$ cat src/logic/home_defs.svh
// Purpose: shared constants of the homing sequencer
// Assumes: included by its bare name
// Notes: definitions only
`ifndef HOME_DEFS_SVH
`define HOME_DEFS_SVH

// width of the method selection field
`define METHOD_W 4
// highest method code this block runs; 10 is refused
`define METHOD_LAST 4'h9

// sense vector layout
`define SNS_W 4
`define SNS_HOME 0
`define SNS_FWD 1
`define SNS_REV 2
`define SNS_Z 3

// reset values
`define DONE_RST 1'b0
`define FAIL_RST 1'b0
`define TOWARD_RST 1'b1
`define SPEED_HI_RST 1'b0
`define SNS_RST 4'h0

`endif

$ cat src/logic/home_pkg.sv
// Purpose: types of the homing sequencer
// Assumes: nothing
// Notes: constants live in home_defs.svh
package home_pkg;

  // which input marks the slow-down point
  typedef enum logic [1:0] {
    SRC_HOME,
    SRC_LIMIT,
    SRC_ZPULSE
  } decel_src_e;

  // decoded method
  typedef struct packed {
    logic valid;
    logic start_rev;
    decel_src_e src;
    logic ref_z;
  } method_s;

  typedef enum logic [2:0] {
    ST_IDLE,
    ST_SEARCH_HI,
    ST_BACK_HI,
    ST_BACK_LO,
    ST_SEEK_Z,
    ST_DONE,
    ST_FAIL
  } home_state_e;

endpackage : home_pkg

$ cat src/logic/sense_if.sv
// Purpose: registered levels and edges of the homing inputs
// Assumes: one driver, one reader
// Notes: bit layout as in home_defs.svh
`timescale 1ns/1ns
`include "home_defs.svh"

interface sense_if;
  logic [`SNS_W-1:0] level;
  logic [`SNS_W-1:0] rise;
  logic [`SNS_W-1:0] fall;

  modport src (output level, output rise, output fall);
  modport dst (input level, input rise, input fall);
endinterface : sense_if

$ cat src/logic/edge_detect.sv
// Purpose: register input levels and flag their edges
// Assumes: inputs synchronous to clk_sys
// Notes: edges show in the same cycle the level is registered
`timescale 1ns/1ns
`include "home_defs.svh"

module edge_detect (
  input wire logic clk_sys, // system clock
  input wire logic rst_n, // async reset, active low
  input wire logic [`SNS_W-1:0] raw, // home, fwd limit, rev limit, z
  sense_if.src sns // registered levels and edges
);

  logic [`SNS_W-1:0] level_ff;
  logic [`SNS_W-1:0] prev_ff;
  logic [`SNS_W-1:0] nxt_level;
  logic [`SNS_W-1:0] nxt_prev;

  always_comb begin
    nxt_level = raw;
    nxt_prev = level_ff;
  end

  always_ff @(posedge clk_sys or negedge rst_n) begin
    if (!rst_n) begin
      level_ff <= `SNS_RST;
      prev_ff <= `SNS_RST;
    end else begin
      level_ff <= nxt_level;
      prev_ff <= nxt_prev;
    end
  end

  assign sns.level = level_ff;
  assign sns.rise = level_ff & ~prev_ff;
  assign sns.fall = ~level_ff & prev_ff;

endmodule : edge_detect

$ cat src/logic/home_return_sequencer.sv
// Purpose: homing sequencer for a position-controlled servo axis
// Assumes: all inputs synchronous to clk_sys; motion profile handled outside
// Notes: odd methods mirror the even ones with the direction turned round
`timescale 1ns/1ns
`include "home_defs.svh"

module home_return_sequencer (
  input wire logic clk_sys, // system clock
  input wire logic rst_n, // async reset, active low
  input wire logic start_req, // one-cycle request to start homing
  input wire logic abort_req, // one-cycle request to stop homing
  input wire logic [`METHOD_W-1:0] homing_method_select, // method code
  input wire logic home_switch, // home switch level
  input wire logic forward_travel_limit, // forward limit, high blocks forward
  input wire logic reverse_travel_limit, // reverse limit, high blocks reverse
  input wire logic encoder_z, // encoder index pulse
  output logic drive_fwd, // command forward motion
  output logic drive_rev, // command reverse motion
  output logic speed_high, // high homing speed in ST_SEARCH_HI and ST_BACK_HI, else low except after a start refused while at high speed
  output logic homing_busy, // sequence in progress
  output logic homing_done_output, // homing completed
  output logic homing_fail, // homing failed or method refused
  output logic home_capture // one-cycle pulse when home is taken
);

  sense_if sns ();

  // sense vector order must match the bit positions in home_defs.svh
  logic [`SNS_W-1:0] raw;
  assign raw = {encoder_z, reverse_travel_limit, forward_travel_limit, home_switch};

  edge_detect u_edge (
    .clk_sys(clk_sys),
    .rst_n(rst_n),
    .raw(raw),
    .sns(sns)
  );

  home_pkg::home_state_e state_ff;
  home_pkg::home_state_e nxt_state;
  home_pkg::method_s method_ff;
  home_pkg::method_s nxt_method;
  home_pkg::method_s dec;
  logic toward_ff;
  logic nxt_toward;
  logic speed_hi_ff;
  logic nxt_speed_hi;
  logic done_ff;
  logic nxt_done;
  logic fail_ff;
  logic nxt_fail;
  logic capture_ff;
  logic nxt_capture;

  // decode the requested method
  always_comb begin
    dec.valid = (homing_method_select <= `METHOD_LAST);
    dec.start_rev = homing_method_select[0];
    dec.ref_z = 1'b0;
    unique case (homing_method_select[3:1])
      3'h0: begin
        dec.src = home_pkg::SRC_HOME;
      end
      3'h1: begin
        dec.src = home_pkg::SRC_HOME;
        dec.ref_z = 1'b1;
      end
      3'h2: begin
        dec.src = home_pkg::SRC_LIMIT;
      end
      3'h3: begin
        dec.src = home_pkg::SRC_LIMIT;
        dec.ref_z = 1'b1;
      end
      3'h4: begin
        dec.src = home_pkg::SRC_ZPULSE;
        dec.ref_z = 1'b1;
      end
      default: begin
        dec.src = home_pkg::SRC_ZPULSE;
        dec.ref_z = 1'b1;
      end
    endcase
  end

  // limits seen relative to the starting direction of the latched method (new_lim_d_lvl: of the requested method)
  logic lim_d_lvl;
  logic lim_d_rise;
  logic lim_d_fall;
  logic lim_o_lvl;
  logic new_lim_d_lvl;
  logic phys_fwd;
  logic lim_cur_lvl;
  logic moving;

  always_comb begin
    if (method_ff.start_rev) begin
      lim_d_lvl = sns.level[`SNS_REV];
      lim_d_rise = sns.rise[`SNS_REV];
      lim_d_fall = sns.fall[`SNS_REV];
      lim_o_lvl = sns.level[`SNS_FWD];
    end else begin
      lim_d_lvl = sns.level[`SNS_FWD];
      lim_d_rise = sns.rise[`SNS_FWD];
      lim_d_fall = sns.fall[`SNS_FWD];
      lim_o_lvl = sns.level[`SNS_REV];
    end
    new_lim_d_lvl = dec.start_rev ? sns.level[`SNS_REV] : sns.level[`SNS_FWD];
    phys_fwd = toward_ff ^ method_ff.start_rev;
    lim_cur_lvl = phys_fwd ? sns.level[`SNS_FWD] : sns.level[`SNS_REV];
    moving = (state_ff == home_pkg::ST_SEARCH_HI) || (state_ff == home_pkg::ST_BACK_HI) ||
             (state_ff == home_pkg::ST_BACK_LO) || (state_ff == home_pkg::ST_SEEK_Z);
  end

  // slow-down edges of the latched method; new_dec_lvl is the level for the requested method
  logic dec_rise;
  logic dec_fall;
  logic new_dec_lvl;

  always_comb begin
    unique case (method_ff.src)
      home_pkg::SRC_HOME: begin
        dec_rise = sns.rise[`SNS_HOME];
        dec_fall = sns.fall[`SNS_HOME];
      end
      home_pkg::SRC_LIMIT: begin
        dec_rise = lim_d_rise;
        dec_fall = lim_d_fall;
      end
      default: begin
        dec_rise = sns.rise[`SNS_Z];
        dec_fall = 1'b0;
      end
    endcase
    unique case (dec.src)
      home_pkg::SRC_HOME: new_dec_lvl = sns.level[`SNS_HOME];
      home_pkg::SRC_LIMIT: new_dec_lvl = new_lim_d_lvl;
      default: new_dec_lvl = 1'b0;
    endcase
  end

  // sequence
  always_comb begin
    nxt_state = state_ff;
    nxt_method = method_ff;
    nxt_toward = toward_ff;
    nxt_speed_hi = speed_hi_ff;
    nxt_done = done_ff;
    nxt_fail = fail_ff;
    nxt_capture = 1'b0;
    // abort wins over start; a start mid-sequence restarts the search
    if (abort_req) begin
      nxt_state = home_pkg::ST_IDLE;
      nxt_done = 1'b0;
      nxt_speed_hi = 1'b0;
    end else if (start_req) begin
      nxt_method = dec;
      nxt_done = 1'b0;
      nxt_fail = 1'b0;
      if (!dec.valid) begin
        nxt_state = home_pkg::ST_FAIL;
        nxt_fail = 1'b1;
      end else if (new_dec_lvl) begin
        // already at the slow-down point: back off slowly
        nxt_state = home_pkg::ST_BACK_LO;
        nxt_toward = 1'b0;
        nxt_speed_hi = 1'b0;
      end else begin
        nxt_state = home_pkg::ST_SEARCH_HI;
        nxt_toward = 1'b1;
        nxt_speed_hi = 1'b1;
      end
    end else begin
      unique case (state_ff)
        home_pkg::ST_IDLE: begin
        end
        home_pkg::ST_SEARCH_HI: begin
          if (dec_rise) begin
            if (method_ff.ref_z && method_ff.src != home_pkg::SRC_ZPULSE) begin
              // home switch methods keep direction, limit methods turn round
              nxt_state = home_pkg::ST_SEEK_Z;
              nxt_toward = (method_ff.src == home_pkg::SRC_HOME);
              nxt_speed_hi = 1'b0;
            end else begin
              nxt_state = home_pkg::ST_DONE;
              nxt_done = 1'b1;
              nxt_capture = 1'b1;
              nxt_speed_hi = 1'b0;
            end
          end else if (lim_d_lvl) begin
            if (method_ff.src == home_pkg::SRC_HOME) begin
              nxt_state = home_pkg::ST_BACK_HI;
              nxt_toward = 1'b0;
            end else begin
              nxt_state = home_pkg::ST_FAIL;
              nxt_fail = 1'b1;
              nxt_speed_hi = 1'b0;
            end
          end
        end
        home_pkg::ST_BACK_HI: begin
          if (!method_ff.ref_z && sns.rise[`SNS_HOME]) begin
            nxt_state = home_pkg::ST_DONE;
            nxt_done = 1'b1;
            nxt_capture = 1'b1;
            nxt_speed_hi = 1'b0;
          end else if (method_ff.ref_z && sns.fall[`SNS_HOME]) begin
            nxt_state = home_pkg::ST_SEEK_Z;
            nxt_toward = 1'b1;
            nxt_speed_hi = 1'b0;
          end else if (lim_o_lvl) begin
            nxt_state = home_pkg::ST_FAIL;
            nxt_fail = 1'b1;
            nxt_speed_hi = 1'b0;
          end
        end
        home_pkg::ST_BACK_LO: begin
          if (dec_fall) begin
            if (method_ff.ref_z) begin
              // switch methods seek the index in the start direction,
              // limit methods seek it heading away from the limit
              nxt_state = home_pkg::ST_SEEK_Z;
              nxt_toward = (method_ff.src == home_pkg::SRC_HOME);
            end else begin
              nxt_state = home_pkg::ST_DONE;
              nxt_done = 1'b1;
              nxt_capture = 1'b1;
            end
          end else if (lim_o_lvl) begin
            nxt_state = home_pkg::ST_FAIL;
            nxt_fail = 1'b1;
          end
        end
        home_pkg::ST_SEEK_Z: begin
          if (sns.rise[`SNS_Z]) begin
            nxt_state = home_pkg::ST_DONE;
            nxt_done = 1'b1;
            nxt_capture = 1'b1;
          end else if (lim_cur_lvl) begin
            nxt_state = home_pkg::ST_FAIL;
            nxt_fail = 1'b1;
          end
        end
        home_pkg::ST_DONE: begin
        end
        home_pkg::ST_FAIL: begin
          // fail stands until the next start; abort leaves it set
          nxt_done = 1'b0;
        end
      endcase
    end
  end

  // reset leaves the axis idle with done, fail, speed and capture low and toward_ff high
  always_ff @(posedge clk_sys or negedge rst_n) begin
    if (!rst_n) begin
      state_ff <= home_pkg::ST_IDLE;
      method_ff <= '0;
      toward_ff <= `TOWARD_RST;
      speed_hi_ff <= `SPEED_HI_RST;
      done_ff <= `DONE_RST;
      fail_ff <= `FAIL_RST;
      capture_ff <= 1'b0;
    end else begin
      state_ff <= nxt_state;
      method_ff <= nxt_method;
      toward_ff <= nxt_toward;
      speed_hi_ff <= nxt_speed_hi;
      done_ff <= nxt_done;
      fail_ff <= nxt_fail;
      capture_ff <= nxt_capture;
    end
  end

  // raw limit levels gate motion at once, without the sense register delay
  assign drive_fwd = moving && phys_fwd && !forward_travel_limit;
  assign drive_rev = moving && !phys_fwd && !reverse_travel_limit;
  assign speed_high = speed_hi_ff;
  // busy covers the moving states only; done and fail are idle states
  assign homing_busy = moving;
  assign homing_done_output = done_ff;
  assign homing_fail = fail_ff;
  assign home_capture = capture_ff;

endmodule : home_return_sequencer

$ cat config.mk
export PLATFORM = sky130hd
export DESIGN_NAME = home_return_sequencer
export DESIGN_NICKNAME = d
export VERILOG_FILES = /design/src/logic/home_pkg.sv /design/src/logic/sense_if.sv /design/src/logic/edge_detect.sv /design/src/logic/home_return_sequencer.sv
export VERILOG_INCLUDE_DIRS = /design/src /design/src/logic
export SDC_FILE = /design/constraint.sdc
export NUM_CORES = 1
export LEC_CHECK = 0
export BUFFER_PORTS_ARGS = -buffer_cell sky130_fd_sc_hd__clkbuf_2
export CORE_AREA = 2 2 60 62
export DETAILED_ROUTE_END_ITERATION = 8
export DIE_AREA = 0 0 62 64
export GPL_TIMING_DRIVEN = 0
export HOLD_SLACK_MARGIN = 0.1
export MAX_ROUTING_LAYER = met4
export PLACE_DENSITY = 0.71
export SYNTH_ARGS = -nofsm -noshare
export SYNTH_HDL_FRONTEND = slang
export SYNTH_SLANG_ARGS = --single-unit
$ cat constraint.sdc
create_clock -name clk_sys -period 4.95 [get_ports clk_sys]
set_input_delay 0.2475 -clock clk_sys [delete_from_list [all_inputs] [get_ports clk_sys]]
set_output_delay 0.2475 -clock clk_sys [all_outputs]
set_load 0.03 [all_outputs]
==> metrics.csv, run 1 <==
stage,metric,value,unit
yosys,post-synth cell types,56,
worst_setup_path,Max stage delay on crit path,0.68,ns
die,core area,3280,um2
timing,Setup TNS Final,0,ns
timing,Slew HR,46.6,%
timing,Worst-Margin Slew,0.795,ns
worst_setup_path,CP Cell Sequence,"inv_1, nor3_1, nand3_1, o22ai_4, mux2_2",
power_and_ir_drop,Clk pwr share,18.5,%
worst_setup_path,CP bufs+invs,1,
status,outcome,completed,
power_and_ir_drop,Flop pwr share,37.3,%
timing,final worst-path cycle share,42.7,%
global_route,aggregate global routing overflow,0,
die,placement row count,21,
hold_path,Min-Delay Path Class,input pin to register,
placement,IO buf count,18,
yosys,Post-Syn Instances,154,
cts,"Reg clk slew, reported paths",0.13,ns
power_and_ir_drop,PD cells,332,nW/um2
route,final wirelength,3.82,mm
hold_path,Cells on Worst Hold Path,2,
placement,routability congestion estimate,0.998,
cts,Inserted Clock Buffers,3,
timing,RSZ-0062 raised after global routing,false,
worst_setup_path,CP Capture Type,register,
power_and_ir_drop,Combinational Power Share,44.2,%
timing,Worst Skew,0.0140,ns
worst_setup_path,CP Class,register to register,
timing,Slew Limit Fails,0,
die,Die Ht,64,um
run,Max Cap Viol,0,
cts,worst-skew pair later-pin latency,0.33,ns
route,DRC Markers,0,
die,Top Ports,19,
route,Avg WL per Cell,16.8,um
cts,CTS tree,built,
yosys,sequential-to-total area share from yosys stat,34.8,%
worst_setup_path,crit path max-delay cell type,nor3_1,
power_and_ir_drop,PnR Total Power,0.557,mW
timing,final hold vios,0,
placement,DPL Wire Length,2.88,mm
worst_setup_path,critical path startpoint category,register,
cts,clk sink count,20,
die,Die X,62,um
worst_setup_path,worst reg2reg path depth,5,
global_route,first-pass GRT wire length,6.36,mm
cts,CTS max path bufs,2,
yosys,"EDFF count, synth",0,
cells_and_area,antenna fix cells,0,
power_and_ir_drop,maximum VDD drop,0.225,mV
yosys,"flops & latches, synth",20,
worst_setup_path,Max Fanout on Critical Path,6,
route,Pre-Repair DR Iteration Count,4,
cts,Root Driver,clkbuf_4,
yosys,commonest register cell after synthesis,dfrtp_1,
route,DRT iter0 DRCs,93,
route,routed via count,1333,
route,met3 wire length,262,um
yosys,syn avg cell area,9.36,um2
timing,final setup violation count,0,
power_and_ir_drop,Int Power,0.326,mW
worst_setup_path,CP arrival,2.35,ns
timing,min Tclk post-route,2.12,ns
cells_and_area,final net count,194,
cts,CTS H-Tree Depth,1,
yosys,YS warnings,0,
route,uppermost layer routed,met4,
power_and_ir_drop,sw power,0.231,mW
die,die area,3970,um2
global_route,number of global-route vias before repair,1289,
global_route,initial antenna violation count,0,
worst_setup_path,CP Data Required Time,5.18,ns
cells_and_area,P&R area growth vs syn,16.2,%
global_route,largest net degree at the start of global routing,21,
route,post-route ant nets,0,
yosys,Synth async-reset ratio,100,%
route,met2 routed WL,1.76,mm
worst_setup_path,Top delay family on crit path,simple AND/OR/NAND/NOR gates,
route,vias per cell,5.87,
yosys,synthesized cell area,1440,um2
die,Initial Util,43.9,%
yosys,Mapped Nets,166,
power_and_ir_drop,switching share of power,41.4,%
cells_and_area,layout cells sized above 1,26.0,%
power_and_ir_drop,LEAKAGE,0.703,nW
cts,Setup Buffers After CTS,0,
timing,f_max,473,MHz
route,M1 wire length,1.71,mm
worst_setup_path,total stage count of the critical path,5,
global_route,total global-route track usage,22.1,%
==> flip-flops by register name, summed over array words and instances, names as in the netlist <==
signal              cells
homing_fail             1
speed_high              1
homing_done_output      1
toward_ff               1
method_ff               4
home_capture            1
u_edge.sns.level        4
state_ff                3
u_edge.prev_ff          4
==> power by group through the flow <==
stage                     combinational [mW]  clock, mW  sequential [mW]
after floorplan                        0.174          0            0.213
after global placement                 0.238          0            0.209
after detailed placement               0.240          0            0.210
after CTS                              0.245      0.104            0.207
after global routing                   0.265      0.112            0.211
final                                  0.246      0.103            0.208
==> repair_timing <==
action | 4_1_cts | 5_1_grt
gates resized for setup | 0 | 0
hold endpoints to repair | 23 | 0
hold buffers | 5 | 0
==> worst paths after layout <==
| check | startpoint | endpoint | slack, ns |
|---|---|---|---|
| setup reg to reg | state_ff[0] | state_ff[2] | 2.83 |
| setup / recovery | state_ff[0] | state_ff[2] | 2.83 |
| hold / removal | abort_req | speed_high | 0.19 |
| max in group asynchronous | rst_n | toward_ff | 4.18 |
| hold reg to reg | u_edge.sns.level[3] | u_edge.prev_ff[3] | 0.45 |
| min in group asynchronous | rst_n | homing_done_output | 0.40 |
==> Yosys cell counts (2+ instances only) <==
cell,count,area (um2)
mux2_4,2,30.0
inv_1,5,18.8
nand3_1,3,15.0
nor2b_1,6,37.5
a211oi_1,2,15.0
mux2i_1,5,50.1
dfrtp_1,19,475
nor2_1,9,33.8
clkbuf_1,3,11.3
a21oi_1,10,50.1
o21ai_0,10,50.1
and3_1,2,12.5
nand2_1,12,45.0
nand2b_1,4,25.0
nor3b_1,2,15.0
mux2_2,5,56.3
a31oi_1,4,25.0
nand3b_1,3,22.5
o21ai_1,3,15.0
buf_2,3,15.0
o21ai_2,2,17.5
nor3_1,5,25.0
and2_1,2,12.5
==> cells in the final DEF, fill, tap and decap left out, types with 4 or more instances in the layout <==
| cell type | Yosys | final |
|---|---|---|
| nor2b_1 | 6 | 6 |
| mux2_2 | 5 | 5 |
| nand2_1 | 12 | 12 |
| nor3_1 | 5 | 5 |
| mux2i_1 | 5 | 5 |
| clkbuf_2 | 0 | 18 |
| nand2b_1 | 4 | 4 |
| dfrtp_1 | 19 | 19 |
| o21ai_0 | 10 | 10 |
| a21oi_1 | 10 | 10 |
| dlygate4sd3_1 | 0 | 5 |
| nor2_1 | 9 | 9 |
| a31oi_1 | 4 | 4 |
| inv_1 | 5 | 5 |
==> stage by stage <==
step	setup slack [ns]	hold WS [ns]	instances	util [%]	cell area, um2
finish	2.83	0.190	227	51.0	1680
global route	2.70	0.211	227	51.0	1680
CTS	2.89	0.199	227	51.0	1680
detailed placement	2.92	0.246	218	48.4	1590
global placement	2.90	0.236	218	48.4	1590
floorplan	3.09	-0.0481	154	-	1440
==> final cells by class <==
cell class	instances	area (um2)
timing repair buffer	23	140
sequential	20	502
clock buffer	4	36.3
buffer	7	37.5
inverter	6	22.5
fill	322	1610
multi-input combinational	121	880
tap	46	57.6
==> routing by layer <==
layer  vias up  track usage, %
met5         -               -
met4         0            6.91
met3        10            2.63
met2        59            32.3
met1       636            31.6
li1        628               -
==> worst register-to-register path: stages (launching register included) <==
cell and delay (ns):
dfrtp_1 0.41, inv_1 0.14, nor3_1 0.68, nand3_1 0.24, o22ai_4 0.19, mux2_2 0.36
==> logic make-up (layout without fill, tap and decap cells) <==
| group | Yosys count | after routing | synth area share, % |
|---|---|---|---|
| compound gates | 48 | 48 | 25.0 |
| xor+xnor | 3 | 3 | 2.34 |
| buf+inv | 13 | 40 | 4.17 |
| flops | 20 | 20 | 34.8 |
| mux | 13 | 13 | 10.4 |
| simple gates | 57 | 57 | 23.3 |
Power figures use the tool's default switching activity.
==> run 2, diff against run 1 <==
- ABC_AREA: default -> 1
- PLACE_DENSITY: 0.71 -> 0.74
- clock period: 4.95 -> 1.7 ns (I/O delays scaled with it)
==> metrics.csv, run 2 <==
stage,metric,value,unit,change
route,post-route ant nets,0,,unchanged
global_route,total global-route track usage,21.7,%,-0.36 points
die,die area,3970,um2,unchanged
timing,min Tclk post-route,1.55,ns,
timing,"Worst Setup Slack, final",0.150,ns,-2.68 ns
power_and_ir_drop,maximum VDD drop,0.465,mV,+110%
global_route,aggregate global routing overflow,0,,unchanged
cells_and_area,layout cells sized above 1,19.8,%,-6.2 points
yosys,post-synth cell types,25,,-55%
cells_and_area,"commonest non-fill, non-tap cell in the layout",nand2_1,,
cells_and_area,final core utilization,55.1,%,+4.1 points
route,DRT iter0 DRCs,80,,-14%
yosys,post-synth top area share,32.8,%,-0.17 points
cells_and_area,P&R area growth vs syn,24.9,%,
yosys,synthesized cell area,1450,um2,+0.52%
route,final wirelength,3.73,mm,-2.3%
die,Die X,62,um,unchanged
cts,clk sink count,20,,unchanged
yosys,sequential-to-total area share from yosys stat,34.6,%,-0.18 points
status,outcome,completed,,
cells_and_area,"Cell Count, Final, Fillers Out",309,,+36%
power_and_ir_drop,LEAKAGE,0.965,nW,+37%
cells_and_area,most frequent cells in the layout,"nand2_1, inv_1, nor2_1",,
timing,RSZ-0062 raised after global routing,false,,
timing,Worst-Margin Slew,0.506,ns,-0.289 ns
die,Top Ports,19,,unchanged
route,vias per cell,4.88,,-17%
cts,worst-skew pair later-pin latency,0.31,ns,-0.02 ns
timing,Slew HR,66.3,%,+20 points
timing,Worst Skew,0.0101,ns,-0.00389 ns
global_route,largest net degree at the start of global routing,21,,unchanged
placement,placed cell count,291,,+33%
yosys,syn avg cell area,6.38,um2,-32%
timing,final hold vios,0,,unchanged
worst_setup_path,CP Capture Type,primary output,,
die,core area,3280,um2,unchanged
global_route,first-pass GRT wire length,6.27,mm,-1.4%
timing,final worst-path cycle share,91.2,%,
cells_and_area,multi-input logic area,837,um2,-4.8%
timing,Slew Limit Fails,0,,unchanged
route,Avg WL per Cell,12.1,um,-28%
placement,pre-CTS setup slack,0.132,ns,-2.79 ns
cts,CTS max path bufs,2,,unchanged
placement,IO buf count,18,,unchanged
route,DRC Markers,0,,unchanged
timing,tightest hold margin,0.139,ns,-0.0507 ns
cells_and_area,final net count,276,,+42%
worst_setup_path,Max Fanout on Critical Path,9,,+3
cts,"Reg clk slew, reported paths",0.12,ns,about the same
yosys,most frequent cell after synthesis,nand2_1,,
yosys,commonest register cell after synthesis,dfrtp_1,,
cts,CTS H-Tree Depth,1,,unchanged
cells_and_area,Reg area,503,um2,+0.25%
cts,Root Driver,clkbuf_4,,
route,routed via count,1508,,+13%
worst_setup_path,CP arrival,1.47,ns,-0.88 ns
yosys,Post-Syn Instances,227,,+47%
timing,f_max,645,MHz,
cells_and_area,Fillers,323,,+0.31%
worst_setup_path,CP Data Required Time,1.62,ns,-3.56 ns
hold_path,Min-Delay Path Class,input pin to register,,
die,Die Ht,64,um,unchanged
yosys,"top cells by area, synth","dfrtp_1, nand2_1, inv_1",,
timing,Setup TNS Final,0,ns,unchanged
placement,DPL Wire Length,2.82,mm,-2.0%
global_route,initial antenna violation count,0,,unchanged
placement,routability congestion estimate,0.998,,about the same
yosys,Mapped Nets,239,,+44%
power_and_ir_drop,PD cells,894,nW/um2,+170%
yosys,"EDFF count, synth",0,,unchanged
cells_and_area,antenna fix cells,0,,unchanged
yosys,Synth top cells by count,"nand2_1, inv_1, nor2_1, dfrtp_1, nand3_1",,
cts,Inserted Clock Buffers,3,,unchanged
global_route,number of global-route vias before repair,1330,,+3.2%
run,Max Cap Viol,0,,unchanged
timing,final setup violation count,0,,unchanged
die,Initial Util,44.1,%,+0.23 points
yosys,Synth async-reset ratio,100,%,unchanged
route,Pre-Repair DR Iteration Count,4,,unchanged
worst_setup_path,critical path startpoint category,register,,
die,placement row count,21,,unchanged
worst_setup_path,CP Class,register to primary output,,
cts,CTS tree,built,,
yosys,"area leader, netlist",dfrtp_1,,
yosys,"flops & latches, synth",20,,unchanged
yosys,YS warnings,0,,unchanged
==> run 2: through the flow <==
step	cell area [um2]	power, mW
3_3_place_gp	1600	1.24
6_report	1810	1.62
5_1_grt	1810	1.75
4_1_cts	1770	1.57
2_1_floorplan	1450	1.08
3_5_place_dp	1600	1.25
==> run 2: path summary, 6_finish.rpt <==
check                                          to  slack, ns  depth (start not counted)                start
worst min register to register  u_edge.prev_ff[3]       0.43                          0  u_edge.sns.level[3]
max in group asynchronous            method_ff[3]       1.07                          2                rst_n
worst max-delay path                    drive_fwd       0.15                          6          state_ff[1]
worst max register to register        state_ff[2]       0.15                         11         method_ff[2]
min in group asynchronous            method_ff[1]       0.26                          2                rst_n
worst min-delay path                  homing_fail       0.14                          4            start_req
==> run 2: routing by layer <==
layer  vias up  wire (um)  global-route usage, %
met3         8        204                   4.45
met4         0         91                   7.98
met1       653       1780                   30.5
met2        51       1650                   30.5
li1        796          -                      -
met5         -          0                      -
==> run 2: cell type report <==
cell class                      instances  area share [%]
Sequential cell                        20            27.8
Timing Repair Buffer                   32            12.8
Buffer                                  2           0.899
Tap cell                               46            3.18
Clock buffer                            4            2.01
Multi-Input combinational cell        171            46.3
Inverter                               34            7.05
==> run 2: cell families after synthesis <==
family	share of synthesized area [%]
and+or+nand+nor	43.6
buffers and inverters	9.93
AOI/OAI and AO/OA	11.8
DFF	34.6
==> run 2: power breakdown <==
part           leakage, nW  internal (mW)  switching [mW]  total (mW)
Clock               0.0210          0.131           0.160       0.291
Combinational        0.703          0.251           0.467       0.718
Sequential           0.240          0.546          0.0622       0.609
Total                0.965          0.928           0.689        1.62
==> run 2: timing repair <==
action                                 4_1_cts  5_1_grt
buffers inserted                             0        2
pin swaps                                    0        2
endpoints found under the hold margin       29        0
gates resized for setup                      2       10
setup endpoints to repair                    1        6
hold buffers                                12        0
==> run 2: worst max-delay path, cell delays in order, from the launching register on <==
cell and delay [ns]:
dfrtp_1 0.41, buf_6 0.15, inv_2 0.06, nand3_4 0.09, nand2_4 0.10, nor3b_4 0.18
buf_6 0.15
==> run 3, diff against run 2 <==
- REMOVE_ABC_BUFFERS: default -> 1
==> metrics.csv, run 3 (same netlist as run 2, synthesis figures left out) <==
stage,metric,value,unit,change
global_route,first-pass GRT wire length,6.53,mm,+4.1%
timing,min Tclk post-route,1.58,ns,+0.0289 ns
route,Avg WL per Cell,12.3,um,+1.7%
timing,Worst Skew,0.00592,ns,-0.00419 ns
cells_and_area,design area,1780,um2,-1.4%
route,DRT iter0 DRCs,111,,+39%
global_route,initial antenna violation count,0,,unchanged
route,routed via count,1560,,+3.4%
route,DRC Markers,0,,unchanged
timing,f_max,633,MHz,-1.8%
die,placement row count,21,,unchanged
timing,Slew Limit Fails,0,,unchanged
worst_setup_path,R2R setup slack,0.16,ns,about the same
placement,pre-CTS setup slack,0.115,ns,-0.0174 ns
power_and_ir_drop,PD cells,868,nW/um2,-2.9%
timing,Slew HR,66.3,%,about the same
timing,final worst-path cycle share,92.9,%,+1.7 points
cts,Root Driver,clkbuf_4,,
worst_setup_path,Max Fanout on Critical Path,7,,-2
global_route,number of global-route vias before repair,1380,,+3.8%
timing,final hold vios,0,,unchanged
cells_and_area,layout cells sized above 1,19.5,%,-0.31 points
die,die area,3970,um2,unchanged
placement,placed cell count,289,,-0.69%
die,Top Ports,19,,unchanged
cells_and_area,final core utilization,54.3,%,-0.76 points
cts,clk sink count,20,,unchanged
timing,RSZ-0062 raised after global routing,false,,
die,Initial Util,44.1,%,unchanged
global_route,total global-route track usage,22.6,%,+0.94 points
power_and_ir_drop,maximum VDD drop,0.422,mV,-9.3%
die,Die Ht,64,um,unchanged
cts,CTS H-Tree Depth,1,,unchanged
cts,Inserted Clock Buffers,3,,unchanged
timing,"Worst Setup Slack, final",0.121,ns,-0.0289 ns
status,outcome,completed,,
timing,final setup violation count,0,,unchanged
cts,CTS tree,built,,
timing,tightest hold margin,0.148,ns,+0.00923 ns
worst_setup_path,CP Data Required Time,1.94,ns,+0.32 ns
global_route,aggregate global routing overflow,0,,unchanged
route,final wirelength,3.78,mm,+1.3%
power_and_ir_drop,LEAKAGE,0.948,nW,-1.7%
run,Max Cap Viol,0,,unchanged
global_route,largest net degree at the start of global routing,21,,unchanged
worst_setup_path,CP Class,input pin to register,,
die,Die X,62,um,unchanged
cells_and_area,antenna fix cells,0,,unchanged
placement,DPL Wire Length,2.86,mm,+1.3%
route,post-route ant nets,0,,unchanged
cts,"Reg clk slew, reported paths",0.12,ns,about the same
worst_setup_path,CP Capture Type,register,,
worst_setup_path,CP arrival,1.82,ns,+0.35 ns
cts,CTS max path bufs,2,,unchanged
hold_path,Min-Delay Path Class,input pin to register,,
cells_and_area,most frequent cells in the layout,"nand2_1, inv_1, nor2_1",,
placement,dpl cell area,1580,um2,-1.3%
cells_and_area,final net count,275,,-0.36%
cells_and_area,"commonest non-fill, non-tap cell in the layout",nand2_1,,
timing,Setup TNS Final,0,ns,unchanged
route,Pre-Repair DR Iteration Count,4,,unchanged
timing,Worst-Margin Slew,0.506,ns,-0.000348 ns
placement,routability congestion estimate,1.04,,+3.9%
die,core area,3280,um2,unchanged
placement,IO buf count,18,,unchanged
worst_setup_path,critical path startpoint category,input pin,,
cts,worst-skew pair later-pin latency,0.32,ns,about the same
power_and_ir_drop,PnR Total Power,1.55,mW,-4.2%
cells_and_area,P&R area growth vs syn,23.1,%,
cells_and_area,"Cell Count, Final, Fillers Out",308,,-0.32%
route,vias per cell,5.06,,+3.8%
-- run 3: power by group --
group | switching (mW) | leakage (nW) | internal (mW)
Clock | 0.157 | 0.0150 | 0.0919
Sequential | 0.0623 | 0.239 | 0.548
Combinational | 0.459 | 0.694 | 0.231
-- run 3: area by class of cell --
type	instances	area (um2)
fillers	328	1500
clock buffers	4	26.3
flip-flops and latches	20	504
well taps	46	57.6
multi-input cells	171	833
repair buffers	33	235
inverters	34	128
-- run 3: metal layers --
metal | GRT usage, % | up-vias | wire length [um]
met3 | 5.67 | 15 | 288
li1 | - | 798 | -
met1 | 30.9 | 675 | 1680
met5 | - | - | 0
met4 | 7.71 | 0 | 111
met2 | 32.4 | 72 | 1700
-- run 3: critical path, stage by stage --
cell	delay, ns
dlygate4sd3_1	0.53
clkbuf_2	0.14
nor2_4	0.20
inv_1	0.09
nor2_2	0.10
nand2_1	0.05
dlygate4sd3_1	0.54
o21ai_0	0.08
-- run 3: what timing repair did --
action                                  in CTS  in global routing
endpoints found under the hold margin       29                  0
pin swaps                                    0                  0
setup buffers                                2                  1
resized for setup                            1                 10
endpoints found under the setup margin       2                  7
hold buffers                                12                  0
-- run 3: worst paths after layout --
kind	start	to	depth (start not counted)
hold reg to reg	u_edge.sns.level[3]	u_edge.prev_ff[3]	0
min in group asynchronous	rst_n	homing_done_output	2
hold / removal	start_req	homing_fail	4
setup reg to reg	state_ff[1]	state_ff[2]	10
max in group asynchronous	rst_n	state_ff[1]	2
setup / recovery	abort_req	method_ff[1]	8
